[config.mk]
export PLATFORM = sky130hd
export DESIGN_NAME = dcc_core
export DESIGN_NICKNAME = d
export VERILOG_FILES = /design/src/rtl/dcc_arbiter.v /design/src/rtl/dcc_core.v
export VERILOG_INCLUDE_DIRS = /design/src /design/src/rtl
export SDC_FILE = /design/constraint.sdc
export NUM_CORES = 2
export LEC_CHECK = 0
export ABC_CLOCK_PERIOD_IN_PS = 37400
export BUFFER_PORTS_ARGS = -buffer_cell sky130_fd_sc_hd__clkbuf_2
export CORE_MARGIN = 5
export CORE_UTILIZATION = 44
export DETAILED_ROUTE_END_ITERATION = 7
export GPL_TIMING_DRIVEN = 0
export SLEW_MARGIN = 10
export SYNTH_ARGS = -nofsm -noshare
export SYNTH_HDL_FRONTEND = slang
export SYNTH_HIERARCHICAL = 1
export SYNTH_SLANG_ARGS = --single-unit
[constraint.sdc]
create_clock -name I_MCLK -period 37.4 [get_ports I_MCLK]
set_clock_uncertainty 0.15 [all_clocks]
set_input_delay 5.61 -clock I_MCLK [delete_from_list [all_inputs] [get_ports I_MCLK]]
set_output_delay 5.61 -clock I_MCLK [all_outputs]
set_load 0.05 [all_outputs]
[src/rtl/dcc_regs.vh]
`ifndef DCC_REGS_VH
`define DCC_REGS_VH
// Register byte offsets on the APB port.
`define DCC_OFS_ENABLE 12'h000
`define DCC_OFS_SWREQ 12'h004
`define DCC_OFS_PRIO_SET 12'h008
`define DCC_OFS_PRIO_CLR 12'h00c
`define DCC_OFS_ALT_SEL 12'h010
`define DCC_OFS_STATUS 12'h014
`define DCC_OFS_PRI_BASE 12'h100
`define DCC_OFS_ALT_BASE 12'h120
// Descriptor word fields, as kept per channel and per descriptor.
`define DCC_CC_MSB 2
`define DCC_CC_LSB 0
`define DCC_NM1_MSB 13
`define DCC_NM1_LSB 4
`define DCC_RP_MSB 17
`define DCC_RP_LSB 14
`define DCC_CFG_W 18
`define DCC_CFG_RESET 18'h00000
// Cycle-type codes.
`define DCC_CC_INVALID 3'h0
`define DCC_CC_BASIC 3'h1
`define DCC_CC_AUTO 3'h2
`define DCC_CC_PINGPONG 3'h3
`define DCC_CC_MSG_PRI 3'h4
`define DCC_CC_MSG_ALT 3'h5
`define DCC_CC_PSG_PRI 3'h6
`define DCC_CC_PSG_ALT 3'h7
// Chunk sizing.
`define DCC_RP_SAT 4'ha
`define DCC_CHUNK_MAX 11'h400
`define DCC_SG_COPY 11'h004
`define DCC_SG_CFG_BEAT 2'h2
`endif

[src/rtl/dcc_arbiter.v]
// Fixed-priority pick: high level first, then the lowest channel number.
module dcc_arbiter #(
    parameter NCH = 8,
    parameter IW = 3
) (
    // Candidates and their priority level.
    input wire [NCH-1:0] i_req,
    input wire [NCH-1:0] i_high,
    // Winner.
    output reg o_valid,
    output reg [IW-1:0] o_idx
);
    integer k;

    // Scanning downwards lets the lower number overwrite; the high pass runs last to win.
    always @* begin
        o_valid = 1'b0;
        o_idx = {IW{1'b0}};
        for (k = NCH - 1; k >= 0; k = k - 1) begin
            if (i_req[k] && !i_high[k]) begin
                o_valid = 1'b1;
                o_idx = k[IW-1:0];
            end
        end
        for (k = NCH - 1; k >= 0; k = k - 1) begin
            if (i_req[k] && i_high[k]) begin
                o_valid = 1'b1;
                o_idx = k[IW-1:0];
            end
        end
    end
endmodule // dcc_arbiter

[src/rtl/dcc_core.v]
// How it works
// Same level: lower channel number wins.
// Software-set high level outranks default level.
// Chunk is two to exponent, saturating 1024.
// Arbitrate over all channels after each chunk.
// Codes 000-011: invalid, basic, auto, ping-pong.
// Codes 100-111: memory, peripheral scatter-gather.
// Re-arbitrate per chunk; remainder is last chunk.
// Software avoids large exponent on low channels.
// Completed cycle writes invalid cycle type back.
// Basic: one chunk per request, then arbitrate.
// Count zero: done pulse for one cycle; scatter-gather codes 100-111 give no done.
// Auto-request: one request finishes whole cycle.
// Ping-pong alternates primary and alternate descriptors.
// Ping-pong ends on invalid or channel disable.
// Ping-pong chunks each need a fresh request.
// Next ping-pong half waits for new request.
// Software ends ping-pong with basic descriptor.
// Memory scatter-gather: four primary, then alternate.
// Scatter-gather stops on basic or invalid.
// Only enabled, requesting channels enter arbitration.
`include "dcc_regs.vh"
module dcc_core #(
    parameter NCH = 8,
    parameter CW = 3
) (
    // Clock and reset.
    input wire I_MCLK,
    input wire I_RESET,
    // APB slave.
    input wire I_PSEL,
    input wire I_PENABLE,
    input wire I_PWRITE,
    input wire [11:0] I_PADDR,
    input wire [31:0] I_PWDATA,
    output reg [31:0] O_PRDATA,
    output wire O_PREADY,
    output reg O_PSLVERR,
    // Peripheral request pins.
    input wire [NCH-1:0] I_DMA_REQ,
    // Transfer engine toward the system bus.
    output wire O_XFER_REQ,
    output reg [CW-1:0] O_XFER_CHAN,
    output reg O_XFER_ALT,
    input wire I_XFER_ACK,
    input wire [31:0] I_XFER_RDATA,
    // Per-channel completion.
    output reg [NCH-1:0] O_DONE
);
    localparam ST_IDLE = 2'h0;
    localparam ST_LOAD = 2'h1;
    localparam ST_XFER = 2'h2;
    localparam ST_WBACK = 2'h3;
    localparam [11:0] PRI_BASE = `DCC_OFS_PRI_BASE;
    localparam [11:0] ALT_BASE = `DCC_OFS_ALT_BASE;

    // Chunk length for an exponent code.
    function [10:0] chunk_len;
        input [3:0] rp;
        begin
            if (rp >= `DCC_RP_SAT) begin
                chunk_len = `DCC_CHUNK_MAX;
            end else begin
                chunk_len = 11'h001 << rp;
            end
        end
    endfunction

    // Primary halves of either scatter-gather flavour.
    function is_sg_pri;
        input [2:0] cc;
        begin
            is_sg_pri = (cc == `DCC_CC_MSG_PRI) || (cc == `DCC_CC_PSG_PRI);
        end
    endfunction

    reg [NCH-1:0] req_s1;
    reg [NCH-1:0] req_s2;
    reg [NCH-1:0] req_s3;
    reg [NCH-1:0] req_level;
    reg [NCH-1:0] pending;
    reg [NCH-1:0] autoreq;
    reg [NCH-1:0] enable;
    reg [NCH-1:0] high_prio;
    reg [NCH-1:0] alt_sel;
    reg [`DCC_CFG_W-1:0] pri_cfg [0:NCH-1];
    reg [`DCC_CFG_W-1:0] alt_cfg [0:NCH-1];
    reg [1:0] state;
    reg [CW-1:0] cur_ch;
    reg cur_alt;
    reg [2:0] cur_cc;
    reg [10:0] cur_rem;
    reg [10:0] cur_cnt;
    reg [1:0] beat;
    reg [31:0] rd_data;
    reg rd_hit;
    reg [10:0] want;
    reg [NCH-1:0] next_pending;
    reg [NCH-1:0] grant_clr;
    reg [NCH-1:0] sw_set;
    wire [NCH-1:0] req_agree_hi;
    wire [NCH-1:0] eligible;
    wire arb_valid;
    wire [CW-1:0] arb_idx;
    wire [`DCC_CFG_W-1:0] sel_cfg;
    wire [10:0] sel_rem;
    wire wr_en;
    wire setup;
    wire [CW-1:0] wr_idx;
    wire complete;

    assign O_PREADY = 1'b1;
    assign setup = I_PSEL & ~I_PENABLE;
    assign wr_en = I_PSEL & I_PENABLE & I_PWRITE;
    assign wr_idx = I_PADDR[CW+1:2];
    assign O_XFER_REQ = (state == ST_XFER);
    assign complete = (cur_rem == 11'h000);

    // A pin counts as newly high only once the last two stages agree on it.
    assign req_agree_hi = req_s2 & req_s3 & ~req_level;
    assign eligible = enable & (pending | autoreq);

    // Pin request synchroniser, three stages.
    always @(posedge I_MCLK or posedge I_RESET) begin
        if (I_RESET) begin
            req_s1 <= {NCH{1'b0}};
            req_s2 <= {NCH{1'b0}};
            req_s3 <= {NCH{1'b0}};
            req_level <= {NCH{1'b0}};
        end else begin
            req_s1 <= I_DMA_REQ;
            req_s2 <= req_s1;
            req_s3 <= req_s2;
            req_level <= (req_s2 & req_s3) | (req_level & (req_s2 | req_s3));
        end
    end

    dcc_arbiter #(
        .NCH(NCH),
        .IW(CW)
    ) u_arb (
        .i_req(eligible),
        .i_high(high_prio),
        .o_valid(arb_valid),
        .o_idx(arb_idx)
    );

    // Descriptor of the granted channel, on the descriptor it currently points to.
    assign sel_cfg = alt_sel[cur_ch] ? alt_cfg[cur_ch] : pri_cfg[cur_ch];
    assign sel_rem = {1'b0, sel_cfg[`DCC_NM1_MSB:`DCC_NM1_LSB]} + 11'h001;

    // Chunk for the fetched descriptor; the primary copy of scatter-gather is four, or the remainder if that is less.
    always @* begin
        if (is_sg_pri(sel_cfg[`DCC_CC_MSB:`DCC_CC_LSB])) begin
            want = `DCC_SG_COPY;
        end else begin
            want = chunk_len(sel_cfg[`DCC_RP_MSB:`DCC_RP_LSB]);
        end
        if (sel_rem < want) begin
            want = sel_rem;
        end
    end

    // Pending requests: a new request in the grant cycle is kept, set beats clear.
    always @* begin
        grant_clr = {NCH{1'b0}};
        sw_set = {NCH{1'b0}};
        if (state == ST_IDLE && arb_valid) begin
            grant_clr[arb_idx] = 1'b1;
        end
        if (wr_en && I_PADDR == `DCC_OFS_SWREQ) begin
            sw_set = I_PWDATA[NCH-1:0];
        end
        next_pending = (pending & ~grant_clr) | req_agree_hi | sw_set;
    end

    // APB read mux, sampled in the setup phase so read data leaves a flop.
    always @* begin
        rd_hit = 1'b1;
        rd_data = 32'h00000000;
        if (I_PADDR == `DCC_OFS_ENABLE) begin
            rd_data[NCH-1:0] = enable;
        end else if (I_PADDR == `DCC_OFS_SWREQ) begin
            rd_data = 32'h00000000;
        end else if (I_PADDR == `DCC_OFS_PRIO_SET || I_PADDR == `DCC_OFS_PRIO_CLR) begin
            rd_data[NCH-1:0] = high_prio;
        end else if (I_PADDR == `DCC_OFS_ALT_SEL) begin
            rd_data[NCH-1:0] = alt_sel;
        end else if (I_PADDR == `DCC_OFS_STATUS) begin
            rd_data[7:0] = pending;
            rd_data[15:8] = autoreq;
            rd_data[18:16] = cur_ch;
            rd_data[20:19] = state;
        end else if (I_PADDR[11:5] == PRI_BASE[11:5] && I_PADDR[1:0] == 2'h0) begin
            rd_data[`DCC_CFG_W-1:0] = pri_cfg[wr_idx];
        end else if (I_PADDR[11:5] == ALT_BASE[11:5] && I_PADDR[1:0] == 2'h0) begin
            rd_data[`DCC_CFG_W-1:0] = alt_cfg[wr_idx];
        end else begin
            rd_hit = 1'b0;
        end
    end

    // APB answer flops: zero wait states, error on an unmapped address.
    always @(posedge I_MCLK or posedge I_RESET) begin
        if (I_RESET) begin
            O_PRDATA <= 32'h00000000;
            O_PSLVERR <= 1'b0;
        end else if (setup) begin
            O_PRDATA <= rd_data;
            O_PSLVERR <= ~rd_hit;
        end
    end

    // Software-owned control bits.
    always @(posedge I_MCLK or posedge I_RESET) begin
        if (I_RESET) begin
            enable <= {NCH{1'b0}};
            high_prio <= {NCH{1'b0}};
        end else if (wr_en) begin
            if (I_PADDR == `DCC_OFS_ENABLE) begin
                enable <= I_PWDATA[NCH-1:0];
            end
            if (I_PADDR == `DCC_OFS_PRIO_SET) begin
                high_prio <= high_prio | I_PWDATA[NCH-1:0];
            end
            if (I_PADDR == `DCC_OFS_PRIO_CLR) begin
                high_prio <= high_prio & ~I_PWDATA[NCH-1:0];
            end
        end
    end

    // Descriptor store and descriptor select; the engine's own updates win over
    // a software write in the same cycle so a write-back is never lost.
    integer i;
    always @(posedge I_MCLK or posedge I_RESET) begin
        if (I_RESET) begin
            for (i = 0; i < NCH; i = i + 1) begin
                pri_cfg[i] <= `DCC_CFG_RESET;
                alt_cfg[i] <= `DCC_CFG_RESET;
            end
            alt_sel <= {NCH{1'b0}};
        end else begin
            if (wr_en && I_PADDR[11:5] == PRI_BASE[11:5]) begin
                pri_cfg[wr_idx] <= I_PWDATA[`DCC_CFG_W-1:0];
            end
            if (wr_en && I_PADDR[11:5] == ALT_BASE[11:5]) begin
                alt_cfg[wr_idx] <= I_PWDATA[`DCC_CFG_W-1:0];
            end
            if (wr_en && I_PADDR == `DCC_OFS_ALT_SEL) begin
                alt_sel <= I_PWDATA[NCH-1:0];
            end
            // The primary copy writes the alternate descriptor; its control word
            // is the third beat of each group of four.
            if (state == ST_XFER && I_XFER_ACK && !cur_alt && is_sg_pri(cur_cc)
                    && beat == `DCC_SG_CFG_BEAT) begin
                alt_cfg[cur_ch] <= I_XFER_RDATA[`DCC_CFG_W-1:0];
            end
            if (state == ST_WBACK) begin
                if (complete) begin
                    if (cur_alt) begin
                        alt_cfg[cur_ch][`DCC_CC_MSB:`DCC_CC_LSB] <= `DCC_CC_INVALID;
                    end else begin
                        pri_cfg[cur_ch][`DCC_CC_MSB:`DCC_CC_LSB] <= `DCC_CC_INVALID;
                    end
                end else if (cur_alt) begin
                    alt_cfg[cur_ch][`DCC_NM1_MSB:`DCC_NM1_LSB] <= cur_rem[9:0] - 10'h001;
                end else begin
                    pri_cfg[cur_ch][`DCC_NM1_MSB:`DCC_NM1_LSB] <= cur_rem[9:0] - 10'h001;
                end
                case (cur_cc)
                    `DCC_CC_PINGPONG: begin
                        if (complete) begin
                            alt_sel[cur_ch] <= ~cur_alt;
                        end
                    end
                    `DCC_CC_MSG_PRI, `DCC_CC_PSG_PRI: begin
                        alt_sel[cur_ch] <= 1'b1;
                    end
                    `DCC_CC_MSG_ALT, `DCC_CC_PSG_ALT: begin
                        if (complete) begin
                            alt_sel[cur_ch] <= 1'b0;
                        end
                    end
                    default: begin
                        alt_sel[cur_ch] <= alt_sel[cur_ch];
                    end
                endcase
            end
        end
    end

    // Request bookkeeping: auto-request keeps a channel eligible between chunks.
    always @(posedge I_MCLK or posedge I_RESET) begin
        if (I_RESET) begin
            pending <= {NCH{1'b0}};
            autoreq <= {NCH{1'b0}};
        end else begin
            pending <= next_pending;
            if (state == ST_LOAD && sel_cfg[`DCC_CC_MSB:`DCC_CC_LSB] == `DCC_CC_INVALID) begin
                autoreq[cur_ch] <= 1'b0;
            end else if (state == ST_WBACK) begin
                case (cur_cc)
                    `DCC_CC_AUTO, `DCC_CC_MSG_ALT: begin
                        autoreq[cur_ch] <= ~complete | (cur_cc == `DCC_CC_MSG_ALT);
                    end
                    `DCC_CC_MSG_PRI, `DCC_CC_PSG_PRI: begin
                        autoreq[cur_ch] <= 1'b1;
                    end
                    `DCC_CC_PSG_ALT: begin
                        autoreq[cur_ch] <= ~complete;
                    end
                    default: begin
                        autoreq[cur_ch] <= 1'b0;
                    end
                endcase
            end
        end
    end

    // Cycle sequencer: arbitrate, fetch, move one chunk, write back.
    always @(posedge I_MCLK or posedge I_RESET) begin
        if (I_RESET) begin
            state <= ST_IDLE;
            cur_ch <= {CW{1'b0}};
            cur_alt <= 1'b0;
            cur_cc <= `DCC_CC_INVALID;
            cur_rem <= 11'h000;
            cur_cnt <= 11'h000;
            beat <= 2'h0;
            O_XFER_CHAN <= {CW{1'b0}};
            O_XFER_ALT <= 1'b0;
            O_DONE <= {NCH{1'b0}};
        end else begin
            O_DONE <= {NCH{1'b0}};
            case (state)
                ST_IDLE: begin
                    if (arb_valid) begin
                        cur_ch <= arb_idx;
                        state <= ST_LOAD;
                    end
                end
                ST_LOAD: begin
                    // The descriptor is read for the channel latched at the grant: its
                    // pending bit is already cleared, so the arbiter may point elsewhere
                    // by now.
                    cur_alt <= alt_sel[cur_ch];
                    cur_cc <= sel_cfg[`DCC_CC_MSB:`DCC_CC_LSB];
                    cur_rem <= sel_rem;
                    cur_cnt <= want;
                    beat <= 2'h0;
                    O_XFER_CHAN <= cur_ch;
                    O_XFER_ALT <= alt_sel[cur_ch];
                    if (sel_cfg[`DCC_CC_MSB:`DCC_CC_LSB] == `DCC_CC_INVALID) begin
                        state <= ST_IDLE;
                    end else begin
                        state <= ST_XFER;
                    end
                end
                ST_XFER: begin
                    if (I_XFER_ACK) begin
                        cur_cnt <= cur_cnt - 11'h001;
                        cur_rem <= cur_rem - 11'h001;
                        beat <= beat + 2'h1;
                        if (cur_cnt == 11'h001) begin
                            state <= ST_WBACK;
                        end
                    end
                end
                ST_WBACK: begin
                    if (complete && !is_sg_pri(cur_cc) && cur_cc != `DCC_CC_MSG_ALT
                            && cur_cc != `DCC_CC_PSG_ALT) begin
                        O_DONE[cur_ch] <= 1'b1;
                    end
                    state <= ST_IDLE;
                end
                default: begin
                    state <= ST_IDLE;
                end
            endcase
        end
    end
endmodule // dcc_core

# Word level (Yosys, flattened, before mapping)
# Index checks and enable logic that the tools add are counted.
[classes]
add_sub_neg = 5
n_lt_le_gt_ge = 10
eq_ne = 25
shifts = 1
muxes = 127
bitwise_logic = 30
reduce_logical = 64
[ops]
columns = ["op", "count"]
rows = [
  ["$mux 144", 11],
  ["$bwmux 144", 7],
  ["$mux 18", 14],
  ["$bmux 18 s3", 4],
  ["$demux 18 s3", 4],
  ["$mux 8", 15],
  ["$and 8x8->8", 8],
  ["$or 8x8->8", 8],
  ["$mux 11", 5],
  ["$mux 3", 18],
  ["$pmux 8 s3", 2],
  ["$pmux 11 s2", 2],
  ["$mux 13", 3],
  ["$logic_and 1x1->1", 35],
  ["$bwmux 8", 4],
  ["$not 8->8", 4],
  ["$mux 1", 26],
  ["$eq 12x4->1 const B", 2],
  ["$eq 12x5->1 const B", 2],
  ["$sub 11x1->11 const B", 2],
  ["$mux 21", 1],
  ["$eq 3x3->1 const B", 6],
  ["$eq 7x4->1 const B", 2],
  ["$mux 14", 1],
  ["other kinds (36)", 76],
]
[totals]
regBits = 437
in_bits = 90
out_inout_bits = 47
word_cells = 298

# Logic depth before layout (Yosys ltp)
[depth]
depth_word = 28
depth_mapped = 24
depth_no_buf = 19

# Cells and area by module
# Netlist, hierarchy kept.
[by_module_without_submodules]
columns = ["module", "instances", "cells_each", "area_per_inst_um2", "seq_area_each_um2"]
rows = [
  ["dcc_core", 1, 2581, 26085.0, 10660.2],
  ["dcc_arbiter", 1, 46, 256.5, 0.0],
]

# Worst setup path after synthesis
# No wires, ideal clock.
[synth_timing]
kind = "input to register"
start = "input port I_PADDR[7]"
end = "register pri_cfg[131] (netlist bit)"
setup_time_ns = 0.130
arrival_ns = 7.708
required_time_ns = 37.120
setup_slack_ns = 29.412
stages = 9
path_buffers = 1
path_cell_list = "or4_4 nor2_4 nand2_1 or3_1 buf_6 nor4_4 mux2_2 nand2_1 o21ai_1"
[synth_between]
elab_chain_cells = 7
elab_cells_between_ends = 9
classes_between = "1 x eq/ne; 7 x mux; 1 x reduce/logical"
[synth_rtl]
columns = ["element", "line_no", "text"]
rows = [
  ["start, declared", "dcc_core.v:34", "input wire [11:0] I_PADDR,"],
  ["$eq 7x4->1 *", "dcc_core.v:243", "if (wr_en && I_PADDR[11:5] == PRI_BASE[11:5]) begin"],
  ["$logic_and 1x1->1 *", "dcc_core.v:243", ""],
  ["$mux 144 *", "dcc_core.v:243", ""],
  ["$bwmux 144 (on tied branches)", "n/a", ""],
  ["$mux 144 (on tied branches)", "dcc_core.v:265, dcc_core.v:260", ""],
  ["$mux 144", "dcc_core.v:259", "if (complete) begin"],
  ["$mux 144 *", "dcc_core.v:258", "if (state == ST_WBACK) begin"],
  ["end signal, assigned by index", "dcc_core.v:244", "pri_cfg[wr_idx] <= I_PWDATA[`DCC_CFG_W-1:0];"],
  ["end signal, assigned by index", "dcc_core.v:263", "pri_cfg[cur_ch][`DCC_CC_MSB:`DCC_CC_LSB] <= `DCC_CC_INVALID;"],
  ["end signal, assigned by index", "dcc_core.v:268", "pri_cfg[cur_ch][`DCC_NM1_MSB:`DCC_NM1_LSB] <= cur_rem[9:0] - 10'h001;"],
  ["end, declared", "dcc_core.v:86", "reg [`DCC_CFG_W-1:0] pri_cfg [0:NCH-1];"],
]
# Mark *: on every way between the ends. The rest lies on a longest branch, timed or not.
# A chain may end at the register's enable or synchronous reset.

# Worst setup path in the final report
[layout_timing]
start = "input port I_PADDR[3]"
end = "register O_PRDATA[11]"
[layout_between]
elab_chain_cells = 11
elab_cells_between_ends = 21
classes_between = "5 x eq/ne; 13 x mux; 1 x bitwise; 2 x reduce/logical"
[layout_rtl]
columns = ["element", "line_no", "text"]
rows = [
  ["$not 3->4 (implied by the code)", "dcc_core.v:195, dcc_core.v:197", ""],
  ["$bmux 18 s3", "dcc_core.v:197", "rd_data[`DCC_CFG_W-1:0] = alt_cfg[wr_idx];"],
  ["$mux 18 (implied by the code) (2 in series)", "dcc_core.v:197", ""],
  ["$mux 18", "dcc_core.v:196", "end else if (I_PADDR[11:5] == ALT_BASE[11:5] && I_PADDR[1:0] == 2'h0) begin"],
  ["$mux 18", "dcc_core.v:194", "end else if (I_PADDR[11:5] == PRI_BASE[11:5] && I_PADDR[1:0] == 2'h0) begin"],
  ["$mux 18", "dcc_core.v:189", "end else if (I_PADDR == `DCC_OFS_STATUS) begin"],
  ["$mux 13", "dcc_core.v:187", "end else if (I_PADDR == `DCC_OFS_ALT_SEL) begin"],
  ["$mux 13", "dcc_core.v:185", "end else if (I_PADDR == `DCC_OFS_PRIO_SET || I_PADDR == `DCC_OFS_PRIO_CLR) begin"],
  ["$mux 21", "dcc_core.v:183", "end else if (I_PADDR == `DCC_OFS_SWREQ) begin"],
  ["$mux 13 *", "dcc_core.v:181", "if (I_PADDR == `DCC_OFS_ENABLE) begin"],
  ["end signal, assigned", "dcc_core.v:209", "O_PRDATA <= rd_data;"],
  ["end, declared", "dcc_core.v:36", "output reg [31:0] O_PRDATA,"],
]
# Mark *: on every way between the ends. The rest lies on a longest branch, timed or not. The select of a mux whose other input is x is not followed.

==> metrics.md <==
| Metric | Value |
|---|---|
| Status | `complete, no violations` |
| Synth Flop Type | `dfrtp_1` |
| DR iter-0 viols | `between 3,000 and 4,000` |
| Worst Hold Class | `reg -> reg` |
| Worst r2r src | `cur_ch[1]` |
| Total gr overflow | `0` |
| I/O pin cnt | `about 140` |
| Crit end category | `flip-flop` |
| Via count | `between 20,000 and 25,000` |
| Setup Buffers After CTS | `0` |
| Final WL | `116,100 um` |
| Wirelength per Cell | `approximately 32 um` |
| Synth Area in XOR/XNOR | `less than 1%` |
| Number of CTS-inserted buffers | `between 50 and 60` |
| Worst vdd ir | `0.00003133 V` |
| Max stage delay on crit path | `around 1000 ps` |
| Die Y | `254.7 um` |
| Layout cells sized above 1 | `roughly 18%` |
| Post-Syn Area | `between 0.02 and 0.03 mm^2` |
| Cell Pwr Density | `approximately 37 mW/mm^2` |
| Core region area | `0.05913 mm^2` |
| Final net count | `2,880` |
| Syn. warnings | `6` |
| Number of synthesized flops with an enable pin | `0` |
| HPWL Detailed | `84,640 um` |
| Fin. max-slew vios | `0` |
| Final setup fails | `0` |
| Die width | `254.7 um` |
| CP required | `37,740 ps` |
| CTS tree | `built` |
| I/O Buffers | `77` |
| Ys async rst share | `100.0%` |
| First-pass GRT wire length | `between 150,000 and 200,000 um` |
| Kind of critical path | `in -> reg` |
| Crit path DAT | `approximately 10000 ps` |
| Vias in the first global route | `around 23,000` |
| Combinational family with the most area after synthesis | `multiplexers` |
| Fin crit period | `approximately 9600 ps` |
| Critical-path top delay cell | `clkbuf_1` |
| Crit path launch type | `input pin` |
| Crit. Startpoint | `I_PADDR[3]` |
| Hold Fails Final Rpt | `0` |
| HP Start | `req_s1[4]` |
| Tot GR Track Use | `a little over a third` |
| Hold buffer count at CTS | `0` |
| Area growth syn-to-layout | `12.54%` |
| Initial antenna violation count | `3` |
| Most instantiated cells after synthesis | `426 x dfrtp_1, 301 x nand2_1, 297 x mux2i_1, 231 x a21oi_1, 203 x o21ai_0` |
| Syn Inst Count | `~2,600` |
| CTS H-Tree Depth | `2` |
| Mux cell area share after synthesis | `around a quarter` |
| Clock buffer depth | `3` |
| Critical path peak fanout | `10` |
| Netlist cell types | `90` |
| Sequential fraction of the synthesis area | `between 40% and 50%` |
| Seq cells post-synth | `around 430` |
| Post-CTS sizing | `0` |
| DR vias/cell | `between 6 and 7` |
| Simple-gate share of the synthesized area | `between 10% and 20%` |
| Slew margin rel. | `under 10%` |
| PnR Total Power | `roughly 1.1 mW` |
| ANT cells | `0` |
| RSZ-0062 raised after global routing | `no` |
| Max Fclk | `0.1038 GHz` |
| MaxCap Viol Count | `0` |
| Clk sinks | `between 400 and 500` |
| Cell with the most instances after synthesis | `dfrtp_1` |
| Post-route ant nets | `0` |
| Synth Area in Compound Gates | `16.24%` |
| Die Footprint | `about 0.065 mm^2` |
| Core Util, Final | `between 50 and 60%` |
| Drt drc | `0` |
| Avg Inst Size Synth | `10.03 um^2` |
| Pleak | `between 10 and 15 nW` |
| CP cell instances | `buf_2 > clkbuf_1 > buf_2 > clkbuf_1 > mux4_2 > mux2i_1 > o22ai_1 > a21oi_1 > o21ai_0` |
| Area after DPL | `0.02791 mm^2` |
| Final Cell Area | `about 0.030 mm^2` |
| Setup TNS | `0 ps` |
| Largest net degree at the start of global routing | `about 120` |
| Area leader, netlist | `dfrtp_1` |
| Row cnt | `just under 90` |
| Area contributors post-synth | `dfrtp_1 40%, mux2i_1 11%, mux4_2 9.8%, a21oi_1 4.4%, nand2_1 4.3%` |
| CTS clk-pin slew, worst paths | `~60 ps` |
| Starting density of the core | `44.55%` |
| Root Driver | `clkbuf_16` |
| Worst-Margin Slew | `roughly 1400 ps` |
| Insertion delay to the later sink of the worst-skew pair | `roughly 650 ps` |
| Initial DRT Pass Iterations | `6` |
| Post-synth top area share | `40.47%` |
| Adder-Cell Fraction of Synth Area | `under 10%` |
| GP Congestion | `~1.1` |
| Fin crit share | `roughly a quarter` |
[path summary, 6_finish.rpt]
| check | to | depth (start not counted) | slack (ps) |
|---|---|---|---|
| worst max-delay path | O_PRDATA[11] | 9 | 27760 |
| worst min-delay path | req_s2[4] | 0 | 200 |
| worst max register to register | cur_cnt[4] | 21 | 30220 |
| worst min register to register | req_s2[4] | 0 | 200 |
| max in group asynchronous | cur_rem[7] | 4 | 30980 |
| min in group asynchronous | O_PRDATA[11] | 2 | 4720 |
[cell usage in the layout (no fill, tap or decap), types with 20 or more instances in the layout]
master     count
dfrtp_1      426
nand2_1      301
mux2i_1      297
a21oi_1      231
o21ai_0      203
nor2_1       185
clkbuf_1     147
mux4_2       115
o211ai_1      93
clkbuf_2      84
mux2_2        74
buf_2         62
clkbuf_16     51
a221oi_1      30
nor3_1        27
nand3_1       26
buf_4         25
nand2b_1      24
a31oi_1       23
o22ai_1       21
inv_1         20
[kinds of logic after synthesis]
group                      Yosys count
AOI/OAI and AO/OA                  705
xor gates and xnor gates            30
adders and majority gates           25
buffers and inverters              274
DFF                                426
muxes                              489
other                                2
and+or+nand+nor                    676
[final cells by class]
cell class / instances / area, um^2
Inverter: 24 / 97.59
Tap cell: 773 / 967.2
Fill cell: 5422 / 29490
Clock buffer: 70 / 1458
Timing Repair Buffer: 84 / 519.2
Sequential cell: 426 / 10660
Buffer: 250 / 1204
Clock inverter: 21 / 271.5
Multi-Input combinational cell: 1937 / 14470
[metal layers]
metal  vias up  share of wire, %  track usage (%)
met4         4               7.1            20.11
met1     11843                39            47.49
li1       9944                 -                -
met2      1683                42            50.94
met3       377                12            9.168
met5         -             0.023                0
[power by group]
group | total, mW | internal [mW] | switching (mW)
clock | 0.524 | 0.302 | 0.222
combinational | 0.107 | 0.0260 | 0.0805
sequential | 0.476 | 0.469 | 0.00682
total | 1.11 | 0.797 | 0.309
[worst max-delay path, delay by kind of cell]
kind / cells / cell delay [ps]
muxes: 2 / 950
buffers and inverters: 4 / 2820
AOI/OAI and AO/OA: 3 / 580
[per-stage QoR]
step | instances | hold slack, ps | worst slack, ps
2_1_floorplan | 2637 | 181.2 | 19780
3_5_place_dp | 3494 | 185.6 | 27450
3_3_place_gp | 3487 | 188.7 | 14720
6_report | 3585 | 195.8 | 27760
4_1_cts | 3585 | 199.1 | 28110
5_1_grt | 3585 | 204.0 | 27850
Note: power is estimated with default switching activity, not from simulation.
